File: config.mk
export PLATFORM = sky130hd
export DESIGN_NAME = remote_ctrl_alert_fan_ramp
export DESIGN_NICKNAME = d
export VERILOG_FILES = /design/src/design/fan_ctrl_pkg.sv /design/src/design/ramp_tick_gen.sv /design/src/design/remote_ctrl_alert_fan_ramp.sv
export SDC_FILE = /design/constraint.sdc
export NUM_CORES = 1
export LEC_CHECK = 0
export BUFFER_PORTS_ARGS = -buffer_cell sky130_fd_sc_hd__buf_2
export CAP_MARGIN = 20
export CORE_ASPECT_RATIO = 0.75
export CORE_MARGIN = 4
export CORE_UTILIZATION = 27
export CTS_BUF_LIST = sky130_fd_sc_hd__clkbuf_16
export CTS_CLUSTER_DIAMETER = 200
export DETAILED_ROUTE_END_ITERATION = 8
export GPL_ROUTABILITY_DRIVEN = 0
export SYNTH_ARGS = -nofsm -noshare
export SYNTH_HDL_FRONTEND = slang
export SYNTH_SLANG_ARGS = --single-unit
export TNS_END_PERCENT = 50
File: constraint.sdc
create_clock -name clk_i -period 2.8 [get_ports clk_i]
set_clock_uncertainty 0.15 [all_clocks]
set_input_delay 0.28 -clock clk_i [delete_from_list [all_inputs] [get_ports clk_i]]
set_output_delay 0.28 -clock clk_i [all_outputs]
set_load 0.05 [all_outputs]
File: src/design/fan_ctrl_pkg.sv
package fan_ctrl_pkg;

	// ----------------------------------------------------------------
	// Timing
	// ----------------------------------------------------------------
	localparam int unsigned CLK_KHZ = 125_000;
	localparam int unsigned RESET_PULSE_MIN_NS = 125_000;
	// Least time, rounded up to whole cycles
	localparam int unsigned RESET_PULSE_CYCLES = (RESET_PULSE_MIN_NS * (CLK_KHZ / 1000) + 999) / 1000;
	localparam int unsigned RAMP_BASE_HZ = 16;
	localparam int unsigned RAMP_BASE_CYCLES = (CLK_KHZ * 1000) / RAMP_BASE_HZ;

	// ----------------------------------------------------------------
	// Register map
	// ----------------------------------------------------------------
	localparam logic [7:0] OFS_REMOTE_FUNC = 8'h4B;
	localparam logic [7:0] OFS_ALERT_LEVEL = 8'h4C;
	localparam logic [7:0] OFS_FAN_RAMP = 8'hC0;
	localparam logic [7:0] OFS_FAN_SPEED = 8'hC1;

	localparam int unsigned RF_RESET_BIT = 0;
	localparam int unsigned RF_OFF_BIT = 1;
	localparam int unsigned AL_EXT_BIT = 0;
	localparam int unsigned AL_GPI_BIT = 1;
	localparam int unsigned AL_INT_BIT = 2;
	localparam int unsigned RAMP_EN_BIT = 0;
	localparam int unsigned RAMP_RATE_LSB = 1;
	localparam int unsigned RAMP_RATE_MSB = 2;

	localparam logic [7:0] REMOTE_FUNC_RESET = 8'h00;
	localparam logic [7:0] FAN_RAMP_RESET = 8'h00;
	localparam logic [7:0] FAN_SPEED_RESET = 8'h00;
	localparam logic [7:0] READ_NONE = 8'h00;

	// ----------------------------------------------------------------
	// Types
	// ----------------------------------------------------------------
	typedef enum logic [1:0] {
		RATE_1HZ = 2'h0,
		RATE_4HZ = 2'h1,
		RATE_8HZ = 2'h2,
		RATE_16HZ = 2'h3
	} ramp_rate_t;

	typedef enum logic [1:0] {
		PULSE_IDLE = 2'h1,
		PULSE_LOW = 2'h2
	} pulse_state_t;

	typedef struct packed {
		logic wr;
		logic rd;
		logic [7:0] addr;
		logic [7:0] wdata;
	} reg_req_t;

	typedef struct packed {
		logic external_overtemp_live;
		logic internal_overtemp_live;
	} alert_live_t;

endpackage

File: src/design/ramp_tick_gen.sv
`timescale 1ns/1ps
module ramp_tick_gen #(
	parameter int unsigned BASE_CYCLES = fan_ctrl_pkg::RAMP_BASE_CYCLES
) (
	input wire logic clk_i,
	input wire logic rst_n_i,
	input wire fan_ctrl_pkg::ramp_rate_t rate_i,
	output logic tick_o
);

	localparam int unsigned PW = (BASE_CYCLES > 1) ? $clog2(BASE_CYCLES) : 1;
	localparam logic [PW-1:0] PRESC_LAST = PW'(BASE_CYCLES - 1);

	if (BASE_CYCLES < 2) begin : g_chk
		$error("BASE_CYCLES must be at least 2");
	end

	typedef struct packed {
		logic [PW-1:0] presc;
		logic [3:0] sub;
		logic tick;
	} tick_state_t;

	tick_state_t s_q, s_d;
	logic [3:0] mask;

	// ----------------------------------------------------------------
	// Base 16 Hz prescaler, divided down by the selected rate
	// ----------------------------------------------------------------
	always_comb begin
		unique case (rate_i)
			fan_ctrl_pkg::RATE_16HZ: mask = 4'h0;
			fan_ctrl_pkg::RATE_8HZ: mask = 4'h1;
			fan_ctrl_pkg::RATE_4HZ: mask = 4'h3;
			fan_ctrl_pkg::RATE_1HZ: mask = 4'hF;
		endcase
		s_d = s_q;
		s_d.tick = 1'b0;
		if (s_q.presc == PRESC_LAST) begin
			s_d.presc = '0;
			s_d.sub = s_q.sub + 4'h1;
			s_d.tick = ((s_q.sub & mask) == mask);
		end else begin
			s_d.presc = s_q.presc + PW'(1);
		end
	end

	always_ff @(posedge clk_i) begin
		if (!rst_n_i) begin
			s_q <= '0;
		end else begin
			s_q <= s_d;
		end
	end

	assign tick_o = s_q.tick;
endmodule // ramp_tick_gen

File: src/design/remote_ctrl_alert_fan_ramp.sv
`timescale 1ns/1ps
module remote_ctrl_alert_fan_ramp #(
	parameter int unsigned PULSE_CYCLES = fan_ctrl_pkg::RESET_PULSE_CYCLES,
	parameter int unsigned RAMP_BASE_CYCLES = fan_ctrl_pkg::RAMP_BASE_CYCLES
) (
	input wire logic clk_i,
	input wire logic rst_n_i,
	input wire fan_ctrl_pkg::reg_req_t req_i,
	input wire logic general_purpose_input_i,
	input wire logic input_polarity_invert_i,
	input wire fan_ctrl_pkg::alert_live_t live_i,
	output logic [7:0] rd_data_o,
	output logic remote_reset_n_o,
	output logic remote_off_o,
	output logic [7:0] dac_code_o
);

	localparam int unsigned CW = (PULSE_CYCLES > 1) ? $clog2(PULSE_CYCLES) : 1;
	localparam logic [CW-1:0] PULSE_LAST = CW'(PULSE_CYCLES - 1);

	if (PULSE_CYCLES < 1) begin : g_chk
		$error("PULSE_CYCLES must be at least 1");
	end

	typedef struct packed {
		logic rst_bit;
		logic off_bit;
		logic [5:0] rf_rsvd;
		fan_ctrl_pkg::pulse_state_t pulse;
		logic [CW-1:0] pulse_cnt;
		logic reset_n;
		logic [7:0] ramp;
		logic [7:0] target;
		logic [7:0] dac;
		logic [7:0] rd_data;
		logic gpi_meta;
		logic gpi_sync;
	} ctrl_state_t;

	ctrl_state_t s_q, s_d;
	logic tick;
	logic ramp_en;
	logic wr_rf, wr_ramp, wr_fan, rd_any;
	logic [7:0] alert_now;
	logic [7:0] rf_now;

	// ----------------------------------------------------------------
	// Ramp tick source
	// ----------------------------------------------------------------
	ramp_tick_gen #(
		.BASE_CYCLES(RAMP_BASE_CYCLES)
	) u_tick (
		.clk_i(clk_i),
		.rst_n_i(rst_n_i),
		.rate_i(fan_ctrl_pkg::ramp_rate_t'(
			s_q.ramp[fan_ctrl_pkg::RAMP_RATE_MSB:fan_ctrl_pkg::RAMP_RATE_LSB])),
		.tick_o(tick)
	);

	// ----------------------------------------------------------------
	// Decode and read views
	// ----------------------------------------------------------------
	always_comb begin
		wr_rf = req_i.wr && (req_i.addr == fan_ctrl_pkg::OFS_REMOTE_FUNC);
		wr_ramp = req_i.wr && (req_i.addr == fan_ctrl_pkg::OFS_FAN_RAMP);
		wr_fan = req_i.wr && (req_i.addr == fan_ctrl_pkg::OFS_FAN_SPEED);
		rd_any = req_i.rd;
		ramp_en = s_q.ramp[fan_ctrl_pkg::RAMP_EN_BIT];
		alert_now = fan_ctrl_pkg::READ_NONE;
		alert_now[fan_ctrl_pkg::AL_EXT_BIT] = live_i.external_overtemp_live;
		alert_now[fan_ctrl_pkg::AL_INT_BIT] = live_i.internal_overtemp_live;
		alert_now[fan_ctrl_pkg::AL_GPI_BIT] = s_q.gpi_sync ^ input_polarity_invert_i;
		rf_now = {s_q.rf_rsvd, s_q.off_bit, s_q.rst_bit};
	end

	// ----------------------------------------------------------------
	// Next state
	// ----------------------------------------------------------------
	always_comb begin
		s_d = s_q;
		s_d.gpi_meta = general_purpose_input_i;
		s_d.gpi_sync = s_q.gpi_meta;

		if (rd_any) begin
			unique case (req_i.addr)
				fan_ctrl_pkg::OFS_REMOTE_FUNC: s_d.rd_data = rf_now;
				fan_ctrl_pkg::OFS_ALERT_LEVEL: s_d.rd_data = alert_now;
				fan_ctrl_pkg::OFS_FAN_RAMP: s_d.rd_data = s_q.ramp;
				fan_ctrl_pkg::OFS_FAN_SPEED: s_d.rd_data = s_q.target;
				default: s_d.rd_data = fan_ctrl_pkg::READ_NONE;
			endcase
		end

		// Remote function register: ones in bits 1:0 act (bit 0 only while no pulse runs), zeros there are ignored; bits 7:2 are stored as written
		if (wr_rf) begin
			s_d.rf_rsvd = req_i.wdata[7:2];
			if (req_i.wdata[fan_ctrl_pkg::RF_OFF_BIT]) begin
				s_d.off_bit = 1'b1;
			end
		end

		unique case (s_q.pulse)
			fan_ctrl_pkg::PULSE_IDLE: begin
				if (wr_rf && req_i.wdata[fan_ctrl_pkg::RF_RESET_BIT]) begin
					s_d.rst_bit = 1'b1;
					s_d.reset_n = 1'b0;
					s_d.pulse_cnt = '0;
					s_d.pulse = fan_ctrl_pkg::PULSE_LOW;
				end
			end
			fan_ctrl_pkg::PULSE_LOW: begin
				if (s_q.pulse_cnt == PULSE_LAST) begin
					s_d.rst_bit = 1'b0;
					s_d.reset_n = 1'b1;
					s_d.pulse = fan_ctrl_pkg::PULSE_IDLE;
				end else begin
					s_d.pulse_cnt = s_q.pulse_cnt + CW'(1);
				end
			end
			default: begin
				s_d.rst_bit = 1'b0;
				s_d.reset_n = 1'b1;
				s_d.pulse = fan_ctrl_pkg::PULSE_IDLE;
			end
		endcase

		if (wr_ramp) begin
			s_d.ramp = req_i.wdata;
		end

		// Fan speed: target always; DAC at once only with ramping off
		if (wr_fan) begin
			s_d.target = req_i.wdata;
			if (!ramp_en) begin
				s_d.dac = req_i.wdata;
			end
		end else if (ramp_en && tick && (s_q.dac != s_q.target)) begin
			if (s_q.dac < s_q.target) begin
				s_d.dac = s_q.dac + 8'h01;
			end else begin
				s_d.dac = s_q.dac - 8'h01;
			end
		end
	end

	always_ff @(posedge clk_i) begin
		if (!rst_n_i) begin
			s_q <= '0;
			s_q.pulse <= fan_ctrl_pkg::PULSE_IDLE;
			s_q.reset_n <= 1'b1;
			s_q.ramp <= fan_ctrl_pkg::FAN_RAMP_RESET;
			s_q.target <= fan_ctrl_pkg::FAN_SPEED_RESET;
			s_q.dac <= fan_ctrl_pkg::FAN_SPEED_RESET;
			s_q.rf_rsvd <= fan_ctrl_pkg::REMOTE_FUNC_RESET[7:2];
		end else begin
			s_q <= s_d;
		end
	end

	assign rd_data_o = s_q.rd_data;
	assign remote_reset_n_o = s_q.reset_n;
	assign remote_off_o = s_q.off_bit;
	assign dac_code_o = s_q.dac;

	// ----------------------------------------------------------------
	// Checks
	// ----------------------------------------------------------------
	int unsigned low_run_q;

	always_ff @(posedge clk_i) begin
		if (!rst_n_i || remote_reset_n_o) begin
			low_run_q <= 0;
		end else begin
			low_run_q <= low_run_q + 1;
		end
	end
endmodule // remote_ctrl_alert_fan_ramp

# Yosys cells after proc, flatten, opt, wreduce, memory -nomap -nowiden
# Index checks and enable logic that the tools add are counted.
[totals] output_inout_bits=18 ff_bits=87 in_bits=24
[op_classes] add_sub_neg=5 n_eq_ne=17 muxes=16 reduce_logical=15 order_cmp=1 n_bitwise=3
[ops] operator="$mux 8" count=4
[ops] operator="$pmux 8 s4" count=1
[ops] operator="$pmux 14 s2" count=1
[ops] operator="$add 23x1->23 const B" count=1
[ops] operator="$eq 23x23->1 const B" count=1
[ops] operator="$mux 17" count=1
[ops] operator="$eq 8x7->1 const B" count=2
[ops] operator="$eq 8x8->1 const B" count=2
[ops] operator="$pmux 4 s4" count=1
[ops] operator="$add 14x1->14 const B" count=1
[ops] operator="$eq 14x14->1 const B" count=1
[ops] operator="$mux 14" count=1
[ops] operator="$add 8x1->8 const B" count=1
[ops] operator="$lt 8x8->1" count=1
[ops] operator="$ne 2x2->1 const B" count=4
[ops] operator="$ne 8x8->1" count=1
[ops] operator="$reduce_and 2->1" count=4
[ops] operator="$sub 8x1->8 const B" count=1
[ops] operator="$eq 2x2->1 const B" count=3
[ops] operator="$logic_and 1x1->1" count=6
[ops] operator="$add 4x1->4 const B" count=1
[ops] operator="$and 4x4->4" count=1
[ops] operator="$eq 2x1->1 const B" count=2
[ops] operator="$eq 4x4->1" count=1
[ops] operator="10 further kinds" count=14

# Depth between registers and ports, before layout
# Gate-level depths: netlist of run 1.
[logic_depth] word_depth=5 mapped_depth=12 mapped_depth_nobuf=12

# Cells and area by module
# Synthesis of run 1 repeated with hierarchy kept, for this count alone.
[unflattened] cells_unflattened=515 area_unflattened_um2=4364.2
[modules_own_cells] module="remote_ctrl_alert_fan_ramp" area_each_um2=3065.4 n_inst=1 cells_per_inst=364 seq_area_each_um2=1141.1
[modules_own_cells] module="ramp_tick_gen" area_each_um2=1298.7 n_inst=1 cells_per_inst=151 seq_area_each_um2=560.5

# Worst setup path before layout of run 1
# No wires, ideal clock.
[synth_path] path_kind="flip-flop to flip-flop" start="register s_q[21] (netlist bit)" end="register s_q (netlist bit dac_code_o[7])" slack_ns=-0.034 required_time_ns=2.572 stages_incl_launch_ff=13 setup_ns=0.078 n_path_buf=0 arrival_ns=2.606 synth_period_minus_slack_ns=2.834 path_cell_list="dfxtp_1 -> inv_1 -> ha_1 -> a21oi_1 -> a31oi_1 -> a211o_1 -> ha_1 -> a21oi_1 -> o211ai_1 -> o41ai_1 -> xnor2_1 -> and3_1 -> nor3_1"
[synth_via] elab_chain_len=4
[synth_rtl] element="from (decl)" line_no="remote_ctrl_alert_fan_ramp.sv:40" rtl="ctrl_state_t s_q, s_d;"
[synth_rtl] element="$lt 8x8->1 / $ne 8x8->1 (equally long branches)" line_no="remote_ctrl_alert_fan_ramp.sv:138, remote_ctrl_alert_fan_ramp.sv:137"
[synth_rtl] element="$mux 8 / $logic_and 1x1->1 (equally long branches)" line_no="remote_ctrl_alert_fan_ramp.sv:138, remote_ctrl_alert_fan_ramp.sv:137"
[synth_rtl] element="$mux 8 / $reduce_bool 2->1 (equally long branches)"
[synth_rtl] element="$mux 8 / $reduce_and 2->1 (equally long branches)"
# Parallel ways exist; a longest one is shown, timed or not. The select of a mux whose other input is x is not followed.
# A chain may end at the register's enable or synchronous reset.

# Worst setup path in the final report of run 1
[layout_path] start="register s_q[22] (netlist bit)" end="register s_q (netlist bit dac_code_o[7])"
# The elaborated chain is that of the path after synthesis.

==> results of run 1 <==
-- final timing paths --
kind / cells past startpoint / start / endpoint
min reg2reg: 1 / s_d[0] / s_q[0]
max reg2reg: 12 / s_q[22] / dac_code_o[7]
max: 12 / s_q[22] / dac_code_o[7]
min: 3 / req_i[2] / s_q[28]
-- area by class of cell --
| type | instances | area, um2 | share of cell area [%] |
|---|---|---|---|
| multi-input cells | 358 | 2520 | 47.5 |
| flip-flops and latches | 85 | 1710 | 32.3 |
| repair buffers | 74 | 455 | 8.58 |
| well taps | 205 | 256 | 4.83 |
| clock buffers | 9 | 225 | 4.25 |
| inverters | 22 | 82.6 | 1.56 |
| clock inverters | 5 | 53.8 | 1.01 |
-- repair_timing --
action	4_1_cts	5_1_grt
setup buffers	0	3
setup endpoints to repair	4	4
pin swaps	12	13
hold buffers	1	0
resized for setup	27	5
hold endpoints to repair	1	0
-- report_power, final --
group | switching [uW] | internal, uW
Sequential | 4.19 | 1210
Combinational | 61.8 | 41.0
Clock | 468 | 676
-- cell families (layout without fill, tap and decap cells) --
kind of cell | after synthesis | after routing | share of synthesized area, %
xor gates and xnor gates | 37 | 37 | 7.45
adders and majority gates | 20 | 20 | 5.93
DFF | 85 | 85 | 39.1
muxes | 7 | 7 | 1.61
buffers and inverters | 60 | 110 | 7.08
and+or+nand+nor | 210 | 210 | 26.3
AOI/OAI and AO/OA | 84 | 84 | 12.5
-- layer usage --
layer | part of all wire, % | up-vias
met5 | 0 | -
li1 | - | 1833
met4 | 1.2 | 0
met2 | 42 | 115
met3 | 7.0 | 14
met1 | 50 | 1753
-- cells in the mapped netlist, types with 3 or more instances --
cell type  count
nand4_1       11
inv_1         22
dfxtp_1       85
nor2_1        49
a21oi_1       31
a21boi_0       3
xor2_1        23
ha_1          19
mux2i_1        7
xnor2_1       14
nor3_1         7
o22ai_1        5
nand2_1       56
clkbuf_1      14
o21a_1         4
nand3_1       23
and3_1         6
and2_1        14
buf_4         16
o21ai_0       12
buf_2          6
a222oi_1       8
nor2b_1        9
or4_1          4
a31oi_1        4
or3_1          5
o31ai_1        3
-- per-stage QoR --
step           power [uW]  hold slack, ns  TNS, ns  std cells
6_report             2470          0.0848   -0.161        758
5_1_grt              2550          0.0857   -0.547        758
3_5_place_dp         1340           0.268   -0.254        739
3_3_place_gp         1340           0.271  -0.0105        739
4_1_cts              2500          0.0705        0        754
2_1_floorplan        1290           0.257        0        503
-- layout by cell type, fill, tap and decap left out, types with 11 or more instances in the layout --
cell,n
o21ai_0,11
buf_4,32
and2_1,14
buf_2,41
nand2_1,56
a21oi_1,28
xnor2_1,14
ha_4,11
nor2_1,49
xor2_1,23
nand3_1,23
inv_1,18
nand4_1,11
dfxtp_1,76
-- registers in the layout (all words and copies together), names as in the netlist --
| signal | flops |
|---|---|
| u_tick.tick_o | 1 |
| ramp_en | 1 |
| rf_now | 7 |
| s_q | 31 |
| s_d | 1 |
| remote_off_o | 1 |
| dac_code_o | 8 |
| rd_data_o | 8 |
| u_tick.s_q | 27 |
-- critical path: cells and delay by family (launching register included) --
kind | cells | cell delay [ns]
compound gates | 5 | 1.21
simple gates | 3 | 0.45
flops | 1 | 0.32
xor+xnor | 1 | 0.15
fa+ha+maj | 2 | 0.49
buf+inv | 1 | 0.06
==> impl_metrics.toml, run 1 <==
[floorplanning]
die_y_um = 118
fp-row-count = 39
ioPinCount = 42
fp.dieArea_um2 = 18200
initial_utilization_pct = 28.0
core_um2 = 15500
die_x_um = 155

[timing]
slew_viol_final = 0
rsz0062_at_grt = "true"
setup_slack_ns = -0.161
slew_headroom_pct = 50.2
setup_viol = 1
worstMarginPinSlew_ns = 0.747
fin_crit_ns = 2.96
max_freq_mhz = 338
hold_viol = 0
fin_crit_sh_pct = 106

[cts]
cts_buffer_depth = 2
cts_inserted_buffers = 9
clk_latency_ns = 0.34
cts-root-buf = "clkbuf_16"
cts_tree = "yes"
cts_htree_levels = 3
clock_sinks = 85
clkTransAtPathRegs_ns = 0.06

[place]
dpl_cell_area_um2 = 4800
port_buffers = 41
place_ws_ns = -0.110
dp_hpwl_mm = 7.95

[route]
drc = 0
ant_nets = 0
avgRoutedWirePerCell_um = 14.4
firstDrtPassIters = 8
finalWirelength_mm = 10.9
vias = 3715
vias_per_cell = 4.90
drt_iter0_markers = 309

[finish]
area_growth_pct = 22.0
antennaDiodeCount = 0
layout-drive-gt1-share_pct = 23.9
nets = 594
post-route-util_pct = 34.2
n_fill_cell = 1577
fin_area_um2 = 5310

[synth]
postSynth.asyncResetShare_pct = 0
synth.area.top_cells = "dfxtp_1 (39%), ha_1 (5.5%), nand2_1 (4.8%)"
syn_area_um2 = 4350
synth_cells = 503
synth.top_cell.area_share_pct = 39.1
ys_warn_count = 0
synth.net_count = 547
ys_seq_area_share_pct = 39.1
ys.flop_type = "dfxtp_1"
ys_ff_latch = 85
synth_edf_count = 0
yosys.area.top_type = "dfxtp_1"
synth_cell_types = 62
avgSynthCellArea_um2 = 8.65

[worst_setup_path]
arrival_ns = 3.04
worstPathRequired_ns = 2.87
worstSetupEndpointType = "register"
cp_common_cell = "ha_4"
path_cells = "inv_1 > ha_4 > nand4_1 > a31oi_2 > a211o_4 > ha_4 > a21oi_4 > o211ai_1 > o41ai_2 > xnor2_1 > nor3b_1 > nor3_1"
cp-start-kind = "register"
critical_path.max_stage_delay_ns = 0.43
critPathKind = "reg -> reg"
r2r_setup_slack_ns = -0.16
critPathMaxFanout = 6
cpMaxStageDelayCell = "o41ai_2"

[global_routing]
grt_pass1_vias = 3548
grt_start_max_net_pins = 32
grt_most_used_layer = "met1"
grt-ovfl-total = 0
met3_usage_pct = 3.60
grt_use_total_pct = 12.0
antenna_found_initial = 0
grt_pass1_wl_mm = 18.1
use_met2_pct = 17.0
globalRouteMet1Util_pct = 17.2

[run_status]
violations = "setup timing"
status = "complete, but fails checks"

[pwr]
ir_drop_mv = 0.200
leakage_uw = 0.00205
power_density_nw_per_um2 = 465

[job]
drv_cap = 0

[worst_hold_path]
hold_path_class = "in -> reg"
Note: power is estimated with default switching activity, not from simulation.
==> inputs of run 2 (changes only) <==
SKIP_LAST_GASP = 1   (was not set)
==> impl_metrics.toml, run 2 (synthesis results as in run 1) <==
[place]
place_ws_ns = -0.110
dp_hpwl_mm = 7.95
port_buffers = 41
dpl_cell_area_um2 = 4800

[global_routing]
use_met2_pct = 17.0
grt_pass1_wl_mm = 18.1
grt_most_used_layer = "met1"
grt-ovfl-total = 0
globalRouteMet1Util_pct = 17.2
grt_use_total_pct = 12.0
met3_usage_pct = 3.60
antenna_found_initial = 0
grt_pass1_vias = 3548
grt_start_max_net_pins = 32

[worst_setup_path]
r2r_setup_slack_ns = -0.18
critical_path.top_delay_family = "compound AO/OA/AOI/OAI gates"
critical_path.max_stage_delay_ns = 0.43
cp_common_cell = "ha_4"
cpMaxStageDelayCell = "o41ai_2"
critPathBufInv = 1
critPathMaxFanout = 6
arrival_ns = 3.05
path_cells = "inv_1 > ha_4 > a21oi_2 > a31oi_2 > a211o_4 > ha_4 > a21oi_4 > o211ai_1 > o41ai_2 > xnor2_1 > nor3b_1 > nor3_1"
worstPathRequired_ns = 2.87
cp-start-kind = "register"
worstSetupEndpointType = "register"
critPathKind = "reg -> reg"

[pwr]
ir_drop_mv = 0.200
power_frac_clock_pct = 46.4
leakage_uw = 0.00205
swShare_pct = 21.6
power_density_nw_per_um2 = 465
power.internal_uw = 1930
seq_power_share_pct = 49.4
switchingPower_uw = 534
power_uw = 2470
combinationalPowerShare_pct = 4.2

[floorplanning]
fp.dieArea_um2 = 18200
die_x_um = 155
die_y_um = 118
ioPinCount = 42
initial_utilization_pct = 28.0
fp-row-count = 39
core_um2 = 15500

[finish]
layout_common_cells = "dfxtp_1 (76), nand2_1 (56), nor2_1 (49)"
area_growth_pct = 22.0
fin_area_um2 = 5310
final_common_cell = "dfxtp_1"
nets = 594
largest-register = "s_q"
post-route-util_pct = 34.2
largest_reg_flops = 31
reg.largest.list = "s_q: 31 flops, u_tick.s_q: 27 flops"
layout-drive-gt1-share_pct = 23.7
antennaDiodeCount = 0

[cts]
clk_latency_ns = 0.34
cts-root-buf = "clkbuf_16"
cts_tree = "yes"
clkTransAtPathRegs_ns = 0.06
clock_sinks = 85
cts_inserted_buffers = 9
cts_buffer_depth = 2
cts_htree_levels = 3

[run_status]
status = "complete, but fails checks"
violations = "setup timing"

[route]
vias = 3707
vias_per_cell = 4.89
finalWirelength_mm = 10.9
ant_nets = 0
drc = 0
firstDrtPassIters = 7
avgRoutedWirePerCell_um = 14.4
drt_iter0_markers = 308

[timing]
slew_headroom_pct = 50.0
slew_viol_final = 0
rsz0062_at_grt = "true"
fin_crit_sh_pct = 106
setup_slack_ns = -0.177
fin_crit_ns = 2.98
hold_viol = 0
setup_tns_ns = -0.177
setup_viol = 1
worstMarginPinSlew_ns = 0.749
max_freq_mhz = 336

[job]
drv_cap = 0

[worst_hold_path]
hold_path_class = "in -> reg"
## run 2: repair_timing
| action | CTS | global route |
|---|---|---|
| pin swaps | 12 | 13 |
| gates resized for setup | 25 | 6 |
| hold endpoints to repair | 1 | 0 |
| hold buffers | 1 | 0 |
| buffers inserted | 0 | 3 |
| endpoints found under the setup margin | 4 | 4 |
## run 2: path summary, 6_finish.rpt
kind | from | end | cells past startpoint
hold / removal | req_i[2] | s_q[28] | 3
setup reg to reg | s_q[21] | dac_code_o[7] | 12
hold reg to reg | s_d[0] | s_q[0] | 1
setup / recovery | s_q[21] | dac_code_o[7] | 12
## run 2: worst register-to-register path, cell delays in order (launching register included)
cell and delay, ns:
dfxtp_2 0.32, inv_1 0.09, ha_4 0.22, a21oi_2 0.13, a31oi_2 0.13, a211o_4 0.40
ha_4 0.25, a21oi_4 0.15, o211ai_1 0.16, o41ai_2 0.43, xnor2_1 0.15, nor3b_1 0.23
nor3_1 0.06
## run 2: layout make-up
class,count,area (um2)
repair buffers,74,455
multi-input cells,358,2520
well taps,205,256
clock inverters,5,53.8
flip-flops and latches,85,1710
inverters,22,82.6
clock buffers,9,225
fillers,1577,10200
## run 2: power by group through the flow
stage	registers, uW	clock network, uW	logic (uW)
floorplan	1240	0	49.2
global placement	1250	0	92.9
detailed placement	1250	0	95.6
CTS	1220	1180	101
global route	1220	1220	111
finish	1220	1140	103
## run 2: stage by stage
step,hold slack (ns),cells
floorplan,0.257,503
global placement,0.271,739
detailed placement,0.268,739
CTS,0.0705,754
global route,0.0857,758
finish,0.0859,758
## run 2: layer usage
metal,vias to the layer above,part of all wire (%),routed length [um]
li1,1833,-,-
met1,1748,49,5410
met2,114,42,4620
met3,12,7.1,781
met4,0,1.1,125
met5,-,0,0
